<file path="src/hdl/aec_pkg.sv">
// aec_pkg: register map, field layout and timing constants of the bus error capture block
package aec_pkg;

    // ****************************************
    // register offsets
    // ****************************************
    localparam logic [7:0] AEC_OFS_STATUS = 8'h50;
    localparam logic [7:0] AEC_OFS_ADDR   = 8'h54;
    localparam logic [7:0] AEC_OFS_WDATA  = 8'h58;
    localparam logic [7:0] AEC_OFS_RDATA  = 8'h5C;
    localparam logic [7:0] AEC_OFS_ATTR   = 8'h60;

    // ****************************************
    // status bit positions
    // ****************************************
    localparam int AEC_ST_ERR  = 0;
    localparam int AEC_ST_OVF  = 1;
    localparam int AEC_ST_WDOG = 2;

    // ****************************************
    // attribute field layout
    // ****************************************
    localparam int AEC_AT_MASTER_LSB = 0;
    localparam int AEC_AT_WRITE      = 4;
    localparam int AEC_AT_SIZE_LSB   = 5;
    localparam int AEC_AT_TRANS_LSB  = 7;
    localparam int AEC_AT_BURST_LSB  = 9;

    // ****************************************
    // bus codes and reset values
    // ****************************************
    localparam logic [1:0]  AEC_HRESP_ERROR = 2'h1;
    localparam logic [1:0]  AEC_HTRANS_IDLE = 2'h0;
    localparam logic [1:0]  AEC_HTRANS_BUSY = 2'h1;
    localparam logic [31:0] AEC_ZERO32      = 32'h0000_0000;
    localparam logic [11:0] AEC_ZERO12      = 12'h000;

    // ****************************************
    // timing
    // ****************************************
    localparam int AEC_CLK_MHZ       = 200;
    localparam int AEC_WDOG_TIME_US  = 10;
    localparam int AEC_WDOG_CYCLES   = AEC_WDOG_TIME_US * AEC_CLK_MHZ;
    localparam int AEC_WDOG_W        = 16;

endpackage

</file>
<file path="src/hdl/aec_watchdog.sv">
// aec_watchdog: counts wait states of an outstanding transfer and flags a hung bus
`timescale 1ns/1ps

module aec_watchdog
    import aec_pkg::*;
#(
    parameter int LIMIT = AEC_WDOG_CYCLES
) (
    input  wire logic clk,       // system clock
    input  wire logic rst_b,     // async reset, active low
    input  wire logic busy,      // data phase outstanding, no response yet
    output logic      expire     // one-cycle pulse at limit
);

    logic [AEC_WDOG_W-1:0] cnt_q;
    logic [AEC_WDOG_W-1:0] cnt_d;
    logic                  expire_q;
    logic                  expire_d;

    localparam logic [AEC_WDOG_W-1:0] LIM = AEC_WDOG_W'(LIMIT - 1);

    always_comb begin
        cnt_d    = cnt_q;
        expire_d = 1'b0;
        if (!busy) begin
            cnt_d = '0;
        end else if (cnt_q == LIM) begin
            // restart so a bus hung for long keeps reporting, feeding overflow
            expire_d = 1'b1;
            cnt_d    = '0;
        end else begin
            cnt_d = cnt_q + 1'b1;
        end
    end

    always_ff @(posedge clk or negedge rst_b) begin
        if (!rst_b) begin
            cnt_q    <= '0;
            expire_q <= 1'b0;
        end else begin
            cnt_q    <= cnt_d;
            expire_q <= expire_d;
        end
    end

    assign expire = expire_q;

endmodule // aec_watchdog

</file>
<file path="src/hdl/aec_regread.sv">
// aec_regread: read multiplexer for the capture registers
`timescale 1ns/1ps

module aec_regread
    import aec_pkg::*;
(
    input  wire logic [7:0]  addr,    // register offset
    input  wire logic [2:0]  status,  // status bits
    input  wire logic [31:0] cap_a,   // captured address
    input  wire logic [31:0] cap_w,   // captured write data
    input  wire logic [31:0] cap_r,   // captured read data
    input  wire logic [11:0] cap_t,   // captured attributes
    output logic      [31:0] rdata    // read value
);

    always_comb begin
        rdata = AEC_ZERO32;
        unique case (addr)
            AEC_OFS_STATUS: rdata = {29'h0000_0000, status};
            AEC_OFS_ADDR:   rdata = cap_a;
            AEC_OFS_WDATA:  rdata = cap_w;
            AEC_OFS_RDATA:  rdata = cap_r;
            AEC_OFS_ATTR:   rdata = {20'h0_0000, cap_t};
            default:        rdata = AEC_ZERO32;
        endcase
    end

endmodule // aec_regread

</file>
<file path="src/hdl/aec_top.sv">
// aec_top: bus error monitor capturing the first failing transfer
`timescale 1ns/1ps

// Function
// - error status bit sets on any bus error, zero when none seen since clear
// - writing one to error bit clears whole status; zero does nothing
// - overflow sets when further errors arrive before software clears
// - overflow bit is not written directly; only the error bit clear zeroes it
// - captured values stay those of the first error; later ones only flag overflow
// - cause bit reads zero for explicit error response
// - watchdog expiry without response is an error, cause bit one
// - overflow and cause reset to zero, bits 31:3 reserved
// - full 32-bit failing address captured read only
// - write data captured at offset 0x58
// - read data captured at offset 0x5C
// - master number captured in attribute bits 3:0
// - write direction captured in attribute bit 4
// - size captured in attribute bits 6:5
// - transfer type captured in attribute bits 8:7
// - burst type in bits 11:9, bits 31:12 reserved
// - captured state survives warm reset, cleared only by cold reset
module aec_top
    import aec_pkg::*;
#(
    parameter int WDOG_CYCLES = AEC_WDOG_CYCLES
) (
    input  wire logic        clk,        // system clock, 200 MHz
    input  wire logic        rst_b,      // cold reset, async, active low
    input  wire logic        warm_rst,   // warm reset, capture unaffected
    input  wire logic [31:0] haddr,      // bus address phase
    input  wire logic [1:0]  htrans,     // transfer type
    input  wire logic        hwrite,     // direction
    input  wire logic [2:0]  hsize,      // size
    input  wire logic [2:0]  hburst,     // burst type
    input  wire logic [3:0]  hmaster,    // current master
    input  wire logic        hready,     // transfer done
    input  wire logic [1:0]  hresp,      // response
    input  wire logic [31:0] hwdata,     // write data
    input  wire logic [31:0] hrdata,     // read data
    input  wire logic        reg_sel,    // register access strobe
    input  wire logic        reg_wr,     // 1 write, 0 read
    input  wire logic [7:0]  reg_addr,   // register offset
    input  wire logic [31:0] reg_wdata,  // register write data
    output logic      [31:0] reg_rdata,  // register read data, one cycle later
    output logic             err_flag    // error recorded
);

    // ****************************************
    // decode helpers
    // ****************************************
    // nonseq or seq only; busy and idle never get a data phase of their own
    function automatic logic opens_data(input logic [1:0] trans);
        opens_data = (trans != AEC_HTRANS_IDLE) && (trans != AEC_HTRANS_BUSY);
    endfunction

    // anything but idle puts a real address on the bus
    function automatic logic carries_attr(input logic [1:0] trans);
        carries_attr = (trans != AEC_HTRANS_IDLE);
    endfunction

    // fields placed by position so the layout lives in one spot
    function automatic logic [11:0] pack_attr(
        input logic [2:0] burst,
        input logic [1:0] trans,
        input logic [1:0] size,
        input logic       wr,
        input logic [3:0] mst
    );
        logic [11:0] v;
        v                         = AEC_ZERO12;
        v[AEC_AT_MASTER_LSB +: 4] = mst;
        v[AEC_AT_WRITE]           = wr;
        v[AEC_AT_SIZE_LSB +: 2]   = size;
        v[AEC_AT_TRANS_LSB +: 2]  = trans;
        v[AEC_AT_BURST_LSB +: 3]  = burst;
        return v;
    endfunction

    // ****************************************
    // data phase tracking
    // ****************************************
    logic        dp_q;
    logic        dp_d;
    logic [31:0] dp_addr_q;
    logic [31:0] dp_addr_d;
    logic [11:0] dp_attr_q;
    logic [11:0] dp_attr_d;
    logic        wd_exp;

    always_comb begin
        dp_d      = dp_q;
        dp_addr_d = dp_addr_q;
        dp_attr_d = dp_attr_q;
        if (hready) begin
            dp_d = opens_data(htrans);
            if (carries_attr(htrans)) begin
                dp_addr_d = haddr;
                dp_attr_d = pack_attr(hburst, htrans, hsize[1:0], hwrite, hmaster);
            end
        end
        if (warm_rst) begin
            dp_d = 1'b0;
        end
    end

    always_ff @(posedge clk or negedge rst_b) begin
        if (!rst_b) begin
            dp_q      <= 1'b0;
            dp_addr_q <= AEC_ZERO32;
            dp_attr_q <= AEC_ZERO12;
        end else begin
            dp_q      <= dp_d;
            dp_addr_q <= dp_addr_d;
            dp_attr_q <= dp_attr_d;
        end
    end

    aec_watchdog #(
        .LIMIT (WDOG_CYCLES)
    ) u_wdog (
        .clk    (clk),
        .rst_b  (rst_b),
        .busy   (dp_q && !hready),
        .expire (wd_exp)
    );

    // ****************************************
    // error detection and capture
    // ****************************************
    // first cycle of a two-cycle error response
    logic resp_err;
    logic any_err;
    logic clr_wr;
    assign resp_err = dp_q && !hready && (hresp == AEC_HRESP_ERROR);
    assign any_err  = resp_err || wd_exp;
    assign clr_wr   = reg_sel && reg_wr && (reg_addr == AEC_OFS_STATUS)
                      && reg_wdata[AEC_ST_ERR];

    logic [2:0]  st_q;
    logic [2:0]  st_d;
    logic [31:0] cap_a_q;
    logic [31:0] cap_a_d;
    logic [31:0] cap_w_q;
    logic [31:0] cap_w_d;
    logic [31:0] cap_r_q;
    logic [31:0] cap_r_d;
    logic [11:0] cap_t_q;
    logic [11:0] cap_t_d;

    always_comb begin
        st_d    = st_q;
        cap_a_d = cap_a_q;
        cap_w_d = cap_w_q;
        cap_r_d = cap_r_q;
        cap_t_d = cap_t_q;
        // writes only reach the status through the clear, which zeroes overflow too
        if (clr_wr) begin
            st_d = 3'h0;
        end
        // an error in the clear cycle wins and is recorded fresh
        if (any_err) begin
            if (st_q[AEC_ST_ERR] && !clr_wr) begin
                st_d[AEC_ST_OVF] = 1'b1;
            end else begin
                st_d[AEC_ST_ERR]  = 1'b1;
                st_d[AEC_ST_OVF]  = 1'b0;
                st_d[AEC_ST_WDOG] = wd_exp && !resp_err;
                cap_a_d = dp_addr_q;
                cap_w_d = hwdata;
                cap_r_d = hrdata;
                cap_t_d = dp_attr_q;
            end
        end
    end

    // only the cold reset touches captured state; warm_rst is ignored here
    always_ff @(posedge clk or negedge rst_b) begin
        if (!rst_b) begin
            st_q    <= 3'h0;
            cap_a_q <= AEC_ZERO32;
            cap_w_q <= AEC_ZERO32;
            cap_r_q <= AEC_ZERO32;
            cap_t_q <= AEC_ZERO12;
        end else begin
            st_q    <= st_d;
            cap_a_q <= cap_a_d;
            cap_w_q <= cap_w_d;
            cap_r_q <= cap_r_d;
            cap_t_q <= cap_t_d;
        end
    end

    // ****************************************
    // register read port
    // ****************************************
    logic [31:0] rd_mux;
    logic [31:0] rdata_q;
    logic [31:0] rdata_d;
    logic        flag_q;

    aec_regread u_rd (
        .addr   (reg_addr),
        .status (st_q),
        .cap_a  (cap_a_q),
        .cap_w  (cap_w_q),
        .cap_r  (cap_r_q),
        .cap_t  (cap_t_q),
        .rdata  (rd_mux)
    );

    always_comb begin
        rdata_d = rdata_q;
        if (reg_sel && !reg_wr) begin
            rdata_d = rd_mux;
        end
    end

    always_ff @(posedge clk or negedge rst_b) begin
        if (!rst_b) begin
            rdata_q <= AEC_ZERO32;
            flag_q  <= 1'b0;
        end else begin
            rdata_q <= rdata_d;
            flag_q  <= st_d[AEC_ST_ERR];
        end
    end

    assign reg_rdata = rdata_q;
    assign err_flag  = flag_q;

endmodule // aec_top

</file>
<file path="config.mk">
export PLATFORM = sky130hd
export DESIGN_NAME = aec_top
export DESIGN_NICKNAME = d
export VERILOG_FILES = /design/src/hdl/aec_pkg.sv /design/src/hdl/aec_watchdog.sv /design/src/hdl/aec_regread.sv /design/src/hdl/aec_top.sv
export SDC_FILE = /design/constraint.sdc
export NUM_CORES = 1
export LEC_CHECK = 0
export ABC_AREA = 1
export BUFFER_PORTS_ARGS = -buffer_cell sky130_fd_sc_hd__buf_2
export CORE_MARGIN = 3
export CORE_UTILIZATION = 40
export CTS_BUF_LIST = sky130_fd_sc_hd__clkbuf_4
export DETAILED_ROUTE_END_ITERATION = 8
export PLACE_DENSITY_LB_ADDON = 0.12
export SLEW_MARGIN = 20
export SYNTH_ARGS = -nofsm -noshare
export SYNTH_HDL_FRONTEND = slang
export SYNTH_HIERARCHICAL = 1
export SYNTH_SLANG_ARGS = --single-unit
</file>
<file path="constraint.sdc">
create_clock -name clk -period 2.35 [get_ports clk]
set_clock_uncertainty 0.15 [all_clocks]
set_input_delay 0.235 -clock clk [delete_from_list [all_inputs] [get_ports clk]]
set_output_delay 0.235 -clock clk [all_outputs]
set_load 0.03 [all_outputs]
</file>
Word-level counts from Yosys, hierarchy flattened --
Cells that the tools add are included.
Storage, ports and cells: word-level logic and storage cells 54, flip-flop bits (word level) 206, output and inout bits 33
Operators by class: multiplexer cells 12, $add $sub $neg 1, eq/ne operators 8, bitwise gates (word level) 1, reduce and logical (&&, ||, !) cells 19
Operators with widths (count):
- one-hot mux 32 bit (5 select lines) | 1
- equality test 8 x 7 -> 1 bit, second input constant | 5
- 2-to-1 mux 16 bit | 2
- adder 16 x 1 -> 16 bit, second input constant | 1
- equality test 16 x 11 -> 1 bit, second input constant | 1
- logical AND 1 bit | 9
- 2-to-1 mux 1 bit | 7
- 2-to-1 mux 3 bit | 2
- nonzero test 2 bit | 3
- logical NOT 1 bit | 4
- AND reduction 2 bit | 2
- equality test 2 x 1 -> 1 bit, second input constant | 1
- inequality test 2 x 1 -> 1 bit, second input constant | 1
- logical OR 1 bit | 1
- NOT 1 bit | 1

Depth between registers and ports, before layout --
Gate-level depths: netlist of run 1.
word-level depth 7, depth in mapped cells 10

Cells and area by module --
The synthesis of run 1 kept the hierarchy.
Modules (own cells, without submodules):
- aec_top | cells an instance 670, seq. area each 4704.5 um^2, times used 1, area an instance 7385.8 um^2
- aec_regread | cells an instance 215, seq. area each 0.0 um^2, times used 1, area an instance 1136.1 um^2
- aec_watchdog | cells an instance 126, seq. area each 425.4 um^2, times used 1, area an instance 918.4 um^2

Worst setup path after synthesis of run 1 --
No wires, ideal clock.
path type flip-flop to flip-flop, start point register dp_q, end point register cap_a_q[22], buffers on the path 3, period minus slack after synthesis 1.469 ns, setup slack 0.881 ns, stages on the path, launching flop included 10, arrival time 1.202 ns, required time 2.083 ns, cell sequence dfrtp_1 -> nand2_2 -> inv_2 -> a21oi_2 -> inv_2 -> buf_6 -> buf_6 -> buf_6 -> nand3_2 -> nand2_1
Between the ends: word-level cells in the longest chain between the ends 4
Ends and longest elaborated chain:
- from (decl) | line aec_top.sv:82 | logic dp_q;
- from (signal assigned) | line aec_top.sv:112 | dp_q <= dp_d;
- logical AND 1 bit (2 in series) | line aec_top.sv:134 | assign resp_err = dp_q && !hready && (hresp == AEC_HRESP_ERROR);
- logical OR 1 bit | line aec_top.sv:135 | assign any_err = resp_err || wd_exp;
- AND reduction 2 bit (no line)
- to (signal assigned) | line aec_top.sv:186 | cap_a_q <= cap_a_d;
- to (decl) | line aec_top.sv:141 | logic [31:0] cap_a_q;
Every way passes these cells. A chain may end at the register's enable or synchronous reset.

Worst setup path after layout of run 1 --
start point input reg_addr[0], end point register st_q[1]
Between the ends: word-level cells in the longest chain between the ends 7, elaborated cells between the ends (all ways) 8, classes of those cells 1 x eq/ne; 2 x mux; 5 x reduce/logical
Ends and longest elaborated chain:
- from (decl) | line aec_top.sv:42 | input wire logic [7:0] reg_addr,
- equality test 8 x 7 -> 1 bit * | line aec_top.sv:136 | assign clr_wr = reg_sel && reg_wr && (reg_addr == AEC_OFS_STATUS)
- logical AND 1 bit * | line aec_top.sv:136
- logical AND 1 bit * | line aec_top.sv:137 | && reg_wdata[AEC_ST_ERR];
- logical NOT 1 bit | line aec_top.sv:162 | if (st_q[AEC_ST_ERR] && !clr_wr) begin
- logical AND 1 bit | line aec_top.sv:162
- 2-to-1 mux 1 bit | line aec_top.sv:162
- 2-to-1 mux 3 bit | line aec_top.sv:161 | if (any_err) begin
- to (signal assigned) | line aec_top.sv:185 | st_q <= st_d;
- to (decl) | line aec_top.sv:139 | logic [2:0] st_q;
Every way passes the cells marked *; elsewhere a longest branch is shown, timed or not.

==> key figures, run 1 <==
Power and ir drop
  • Static leakage: 6.60 nW
  • Max IR drop VDD: 0.000400 V
  • PwrDens: 703 mW/mm2
  • Overall power: 8.77 mW

STA
  • Worst Slack Setup Final: 0.147 ns
  • Max Freq: 454 MHz
  • Final Cycle Share: 93.7%
  • Max_slew headroom: 26.8%
  • RSZ-0062 raised after global routing: false
  • Setup TNS: 0 ns
  • Hold Vio Cnt, Final: 0
  • Pins Over Slew Limit: 0
  • Hold slack: 0.0655 ns
  • Minimum clock period: 2.20 ns
  • Setup violations, final: 0
  • Worst-Margin Slew: 1.09 ns

Routing
  • Residual DRC count: 0
  • Count of antenna-violating nets left after detailed routing: 0
  • DRT iter0 DRCs: 386
  • Vias/cell: 4.74
  • Vias: 7914
  • DR WL/cell: 15.2 um
  • DRT Wirelength: 25.4 mm
  • Drt pass-1 iters: 4

Flow run
  • Maxcap violations: 0

Finish
  • Proportion of layout cells with a drive suffix above 1: 30.0%
  • Area growth syn-to-layout: 32.2%
  • Design area: 0.0125 mm2
  • Nets: 1471
  • Final Non-Filler Cells: 1670
  • Layout Utilization: 54.5%

Setup path
  • Crit path max fanout: 4
  • Buf/Inv on CP: 4
  • Worst endpoint required time: 2.74 ns
  • Worst Setup Start Kind: input pin
  • Crit end category: flop
  • Most common cell on crit path: dlygate4sd3_1
  • Delay-heaviest family, CP: buffers and inverters
  • Critical Path Max Stage Delay: 0.66 ns
  • Slowest stage cell, crit path: dlygate4sd3_1
  • Critical path type: in2reg
  • Crit path DAT: 2.60 ns
  • Crit-path cells: dlygate4sd3_1 -> buf_2 -> nor2_1 -> dlygate4sd3_1 -> nand3_1 -> dlygate4sd3_1 -> a21oi_1 -> nor2_1

GRT
  • Vias in the first global route: 8147
  • Remaining Overflow, GRT: 0
  • Largest net degree at the start of global routing: 110
  • Initial antenna violation count: 1
  • Total GRT Usage: 20.0%
  • First-pass GRT wire length: 42.1 mm

Placement
  • Pre-CTS WS: 0.253 ns
  • Final RePlAce weighted congestion: 0.795
  • Port Buffer Count: 157
  • DP Wirelength: 15.1 mm
  • DP Area: 0.0105 mm2
  • Cells after DPL: 1444

Logic synthesis
  • Simple-gate area share of the yosys netlist: 29.6%
  • Adder-cell share of the synthesized area: 0.133%
  • Syn Nets: 1169
  • Synth Flop Type: dfrtp_1
  • Largest cells by area after synthesis: dfrtp_1 (54%), nand2_1 (14%), mux2_2 (8.8%), nand3_1 (8.1%), nand3_2 (2.2%)
  • Number of flops mapped to enable cells by yosys: 0
  • Main combinational cell family by area after synthesis: simple AND/OR/NAND/NOR gates
  • Yosys warning count: 6
  • Seq/Total Area, Yosys: 54.3%
  • Xor/xnor share of the synthesized area: 0.557%
  • Ys async rst share: 100%
  • FF+latch count, synth: 205
  • Mux share of post-synthesis cell area: 8.83%
  • Synth top cells by count: nand2_1 (356), dfrtp_1 (205), nand3_1 (152), mux2_2 (74), nor2_1 (49)
  • Top-area cell type share of the netlist area: 54.3%
  • Synth Area in Compound Gates: 0.490%
  • Synth area leader: dfrtp_1
  • Gate Count Post-Synth: 1011
  • Netlist cell types: 30
  • Post-Syn Area per Cell: 9.34 um2
  • Count leader, synth: nand2_1
  • Post-Syn Area: 0.00944 mm2

Die
  • Rows: 55
  • Starting density of the core: 41.2%
  • Core ar.: 0.0229 mm2
  • Die height: 160 um
  • Die width: 160 um
  • Ports: 190
  • Die ar.: 0.0255 mm2

Clock tree
  • CTS tree: done
  • # Post-CTS Setup Buffers: 0
  • Clock slew at reported path FFs: 0.06 ns
  • CTS buffer count: 57
  • H-Tree Depth: 2
  • CTS Root Cell: clkbuf_4
  • Clk sinks: 205
  • CTS Buffer Depth: 3
  • Clock Latency Late Sink: 0.67 ns

Outcome
  • Status: completed

Hold path
  • Class of the worst hold path: in2reg
-- path summary, 6_finish.rpt --
kind,startpoint,endpoint,slack (ns),cells after the start
worst max-delay path,reg_addr[0],st_q[1],0.15,8
worst min-delay path,reg_addr[4],st_q[1],0.07,6
worst max register to register,dp_q,cap_w_q[18],0.47,8
worst min register to register,cap_a_q[6],cap_a_q[6],0.32,2
max in group asynchronous,rst_b,cap_w_q[9],1.72,3
min in group asynchronous,rst_b,dp_attr_q[10],0.08,3
-- tightest hold or removal path: cells and delay by family --
kind,cells,cell delay [ns]
buffers and inverters,1,0.12
AND/OR/NAND/NOR,4,0.38
AO/OA/AOI/OAI,1,0.10
-- flip-flops by register name, summed over array words and instances, names as in the netlist, 3 cells and up --
name	flops
cap_w_q	32
cap_r_q	32
st_q	3
reg_rdata	32
cap_t_q	12
dp_addr_q	32
u_wdog/cnt_q	16
dp_attr_q	12
cap_a_q	32
-- per-layer routing --
metal	wire, um	part of all wire (%)	track usage, %
met4	573	2.3	6.21
met2	11500	45	31.8
met1	11700	46	27.7
met3	1570	6.2	4.10
met5	0	0	0
-- where the power goes --
| part | total, mW | internal [mW] | switching, mW |
|---|---|---|---|
| sequential | 4.38 | 4.06 | 0.321 |
| combinational | 1.20 | 0.562 | 0.637 |
| clock | 3.19 | 1.69 | 1.49 |
| total | 8.77 | 6.32 | 2.45 |
-- repair_timing --
action                                  4_1_cts  5_1_grt
hold buffers                                123        0
gates resized for setup                       0        1
endpoints found under the setup margin        0       28
hold endpoints to repair                    326        0
-- layout by cell type (no fill, tap or decap), drive strengths merged, types with 4 or more instances in the layout --
cell         Yosys  routed
a21oi            4       4
buf             55     175
clkbuf           0      89
clkinv           0      11
dfrtp          205     205
dlygate4sd3      0     122
inv             47      49
mux2            74      74
nand2          378     378
nand3          173     173
nand4            4       4
nor2            55      55
xor2             4       4
-- logic make-up after synthesis --
logic type	Yosys count
AND/OR/NAND/NOR	615
XOR/XNOR	6
buffers and inverters	102
flip-flops	205
AO/OA/AOI/OAI	8
multiplexers	74
adder cells (fa/ha/maj)	1
-- area by class of cell --
type / instances / area, um2
Antenna cell: 1 / 2.50
Clock buffer: 88 / 661
Clock inverter: 14 / 58.8
Fill cell: 2180 / 10400
Inverter: 47 / 179
Multi-Input combinational cell: 704 / 3750
Sequential cell: 205 / 5130
Tap cell: 313 / 392
Timing Repair Buffer: 298 / 2310
Power figures use the tool's default switching activity.
==> inputs of run 2 (changes only) <==
--- a/config.mk
+++ b/config.mk
@@ -9,7 +9,6 @@
 export BUFFER_PORTS_ARGS = -buffer_cell sky130_fd_sc_hd__buf_2
 export CORE_MARGIN = 3
 export CORE_UTILIZATION = 40
-export CTS_BUF_LIST = sky130_fd_sc_hd__clkbuf_4
 export DETAILED_ROUTE_END_ITERATION = 8
 export PLACE_DENSITY_LB_ADDON = 0.12
 export SLEW_MARGIN = 20
==> key figures, run 2 (synthesis gave the netlist of run 1 again) <==
STA
  • Worst-Margin Slew: 1.08 ns (-0.0159 ns)
  • Setup violations, final: 0 (unchanged)
  • Max Freq: 508 MHz (+12%)
  • Pins Over Slew Limit: 0 (unchanged)
  • Setup TNS: 0 ns (unchanged)
  • Minimum clock period: 1.97 ns (-0.234 ns)
  • RSZ-0062 raised after global routing: false
  • Hold Vio Cnt, Final: 0 (unchanged)
  • Final Cycle Share: 83.8% (-9.9 points)
  • Max_slew headroom: 27.8% (+1.1 points)
  • Hold slack: 0.0224 ns (-0.0430 ns)

Power and ir drop
  • Switching share of power: 26.0% (-2.0 points)
  • Max IR drop VDD: 0.000520 V (+30%)
  • P_sw: 2.36 mW (-3.6%)
  • PwrDens: 735 mW/mm2 (+4.6%)
  • Seq pwr share: 48.2% (-1.8 points)
  • Logic pwr share: 13.0% (-0.7 points)
  • Static leakage: 6.49 nW (-1.7%)
  • Clock network fraction of total power: 38.8% (+2.4 points)
  • Internal: 6.74 mW (+6.7%)

Die
  • Die ar.: 0.0255 mm2 (unchanged)
  • Core ar.: 0.0229 mm2 (unchanged)
  • Rows: 55 (unchanged)
  • Ports: 190 (unchanged)
  • Die width: 160 um (unchanged)
  • Starting density of the core: 41.2% (unchanged)
  • Die height: 160 um (unchanged)

Clock tree
  • Clock slew at reported path FFs: 0.06 ns (about the same)
  • CTS Buffer Depth: 3 (unchanged)
  • CTS-repair resized insts: 0 (unchanged)
  • CTS buffer count: 23 (-60%)
  • H-Tree Depth: 1 (-1)
  • Clk sinks: 205 (unchanged)
  • CTS Root Cell: clkbuf_16
  • CTS Hold Bufs: 115 (-6.5%)
  • Clock Latency Late Sink: 0.50 ns (-0.17 ns)
  • CTS tree: done
  • # Post-CTS Setup Buffers: 0 (unchanged)

Setup path
  • Crit path DAT: 2.20 ns (-0.40 ns)
  • Critical path type: in2reg
  • Worst Setup Start Kind: input pin
  • Worst endpoint required time: 2.58 ns (-0.16 ns)
  • Crit path max fanout: 2 (-2)
  • Crit end category: flop

Finish
  • Most common cell after layout, fill and taps aside: nand2_1
  • Nets: 1429 (-2.9%)
  • ANT cells: 0 (-1)
  • Proportion of layout cells with a drive suffix above 1: 27.0% (-3.0 points)
  • Register area: 0.00513 mm2 (unchanged)
  • Area of the multi-input gates: 0.00375 mm2 (unchanged)
  • Area growth syn-to-layout: 31.2%
  • FILL cells: 2130 (-2.3%)
  • Highest-count cells in the layout ignoring fill and taps: nand2_1 (353), dfrtp_1 (205), buf_2 (156)
  • Final Non-Filler Cells: 1597 (-4.4%)

Placement
  • Final RePlAce weighted congestion: 0.795 (unchanged)
  • Port Buffer Count: 157 (unchanged)
  • Cells after DPL: 1444 (unchanged)
  • DP Wirelength: 15.1 mm (unchanged)

Hold path
  • Class of the worst hold path: in2reg

Routing
  • Vias/cell: 4.79 (+1.1%)
  • Count of antenna-violating nets left after detailed routing: 0 (unchanged)
  • Vias: 7652 (-3.3%)
  • DRT iter0 DRCs: 393 (+1.8%)
  • DRT Wirelength: 24.9 mm (-1.9%)
  • DR WL/cell: 15.6 um (+2.6%)
  • Residual DRC count: 0 (unchanged)
  • Drt pass-1 iters: 5 (+1)

GRT
  • Total GRT Usage: 19.4% (-0.58 points)
  • Largest net degree at the start of global routing: 110 (unchanged)
  • First-pass GRT wire length: 41.0 mm (-2.7%)
  • Vias in the first global route: 7726 (-5.2%)
  • Remaining Overflow, GRT: 0 (unchanged)
  • Initial antenna violation count: 0 (-1)

Flow run
  • Maxcap violations: 0 (unchanged)

Outcome
  • Status: completed
## run 2: changes by cell type in the layout (fill, tap and decap cells not counted), sizes merged, moves of 2 or more
cell / previous run / this run
clkbuf: 89 / 32
inv: 49 / 47
dlygate4sd3: 122 / 115
clkinv: 11 / 5
bufinv: 0 / 2
## run 2: power by group through the flow
stage | sequential, mW | combinational (mW) | clock, mW
6_report | 4.39 | 1.19 | 3.53
5_1_grt | 4.45 | 1.35 | 3.77
4_1_cts | 4.39 | 1.21 | 3.62
3_5_place_dp | 4.44 | 1.05 | 0
3_3_place_gp | 4.44 | 1.03 | 0
2_1_floorplan | 4.37 | 0.687 | 0
## run 2: critical path: stages
cell and delay, ns:
dlygate4sd3_1 0.53, buf_2 0.12, nand2_1 0.11, dlygate4sd3_1 0.59, nand2_1 0.06, dlygate4sd3_1 0.55
## run 2: through the flow
| step | cell area (um2) | utilization (%) | worst slack (ns) | power, mW |
|---|---|---|---|---|
| after floorplan | 9440 | - | 0.881 | 5.06 |
| final | 12400 | 54.1 | 0.380 | 9.10 |
| after global placement | 10500 | 45.9 | 0.275 | 5.46 |
| after detailed placement | 10500 | 45.9 | 0.253 | 5.49 |
| after CTS | 12400 | 54.1 | 0.378 | 9.21 |
| after global routing | 12400 | 54.1 | 0.256 | 9.57 |
## run 2: cell type report
type	count	area share [%]
clock buffers	31	5.21
multi-input cells	704	30.3
well taps	313	3.16
flip-flops and latches	205	41.4
clock inverters	7	0.687
inverters	47	1.44
repair buffers	290	17.8
## run 2: final timing paths
| check | startpoint | end | slack [ns] | depth (start not counted) |
|---|---|---|---|---|
| setup / recovery | htrans[0] | dp_attr_q[7] | 0.38 | 6 |
| hold / removal | hresp[0] | st_q[2] | 0.02 | 6 |
| setup reg to reg | dp_q | cap_r_q[23] | 0.40 | 8 |
| hold reg to reg | cap_w_q[12] | cap_w_q[12] | 0.32 | 2 |
| max in group asynchronous | rst_b | dp_addr_q[9] | 1.30 | 3 |
| min in group asynchronous | rst_b | u_wdog/cnt_q[11] | 0.13 | 2 |
## run 2: layer usage
layer	share of wire, %	global-route usage (%)	vias to the layer above
met5	0	0	-
li1	-	-	3765
met1	48	27.5	3668
met4	2.1	4.70	0
met3	4.7	3.16	34
met2	46	31.5	185
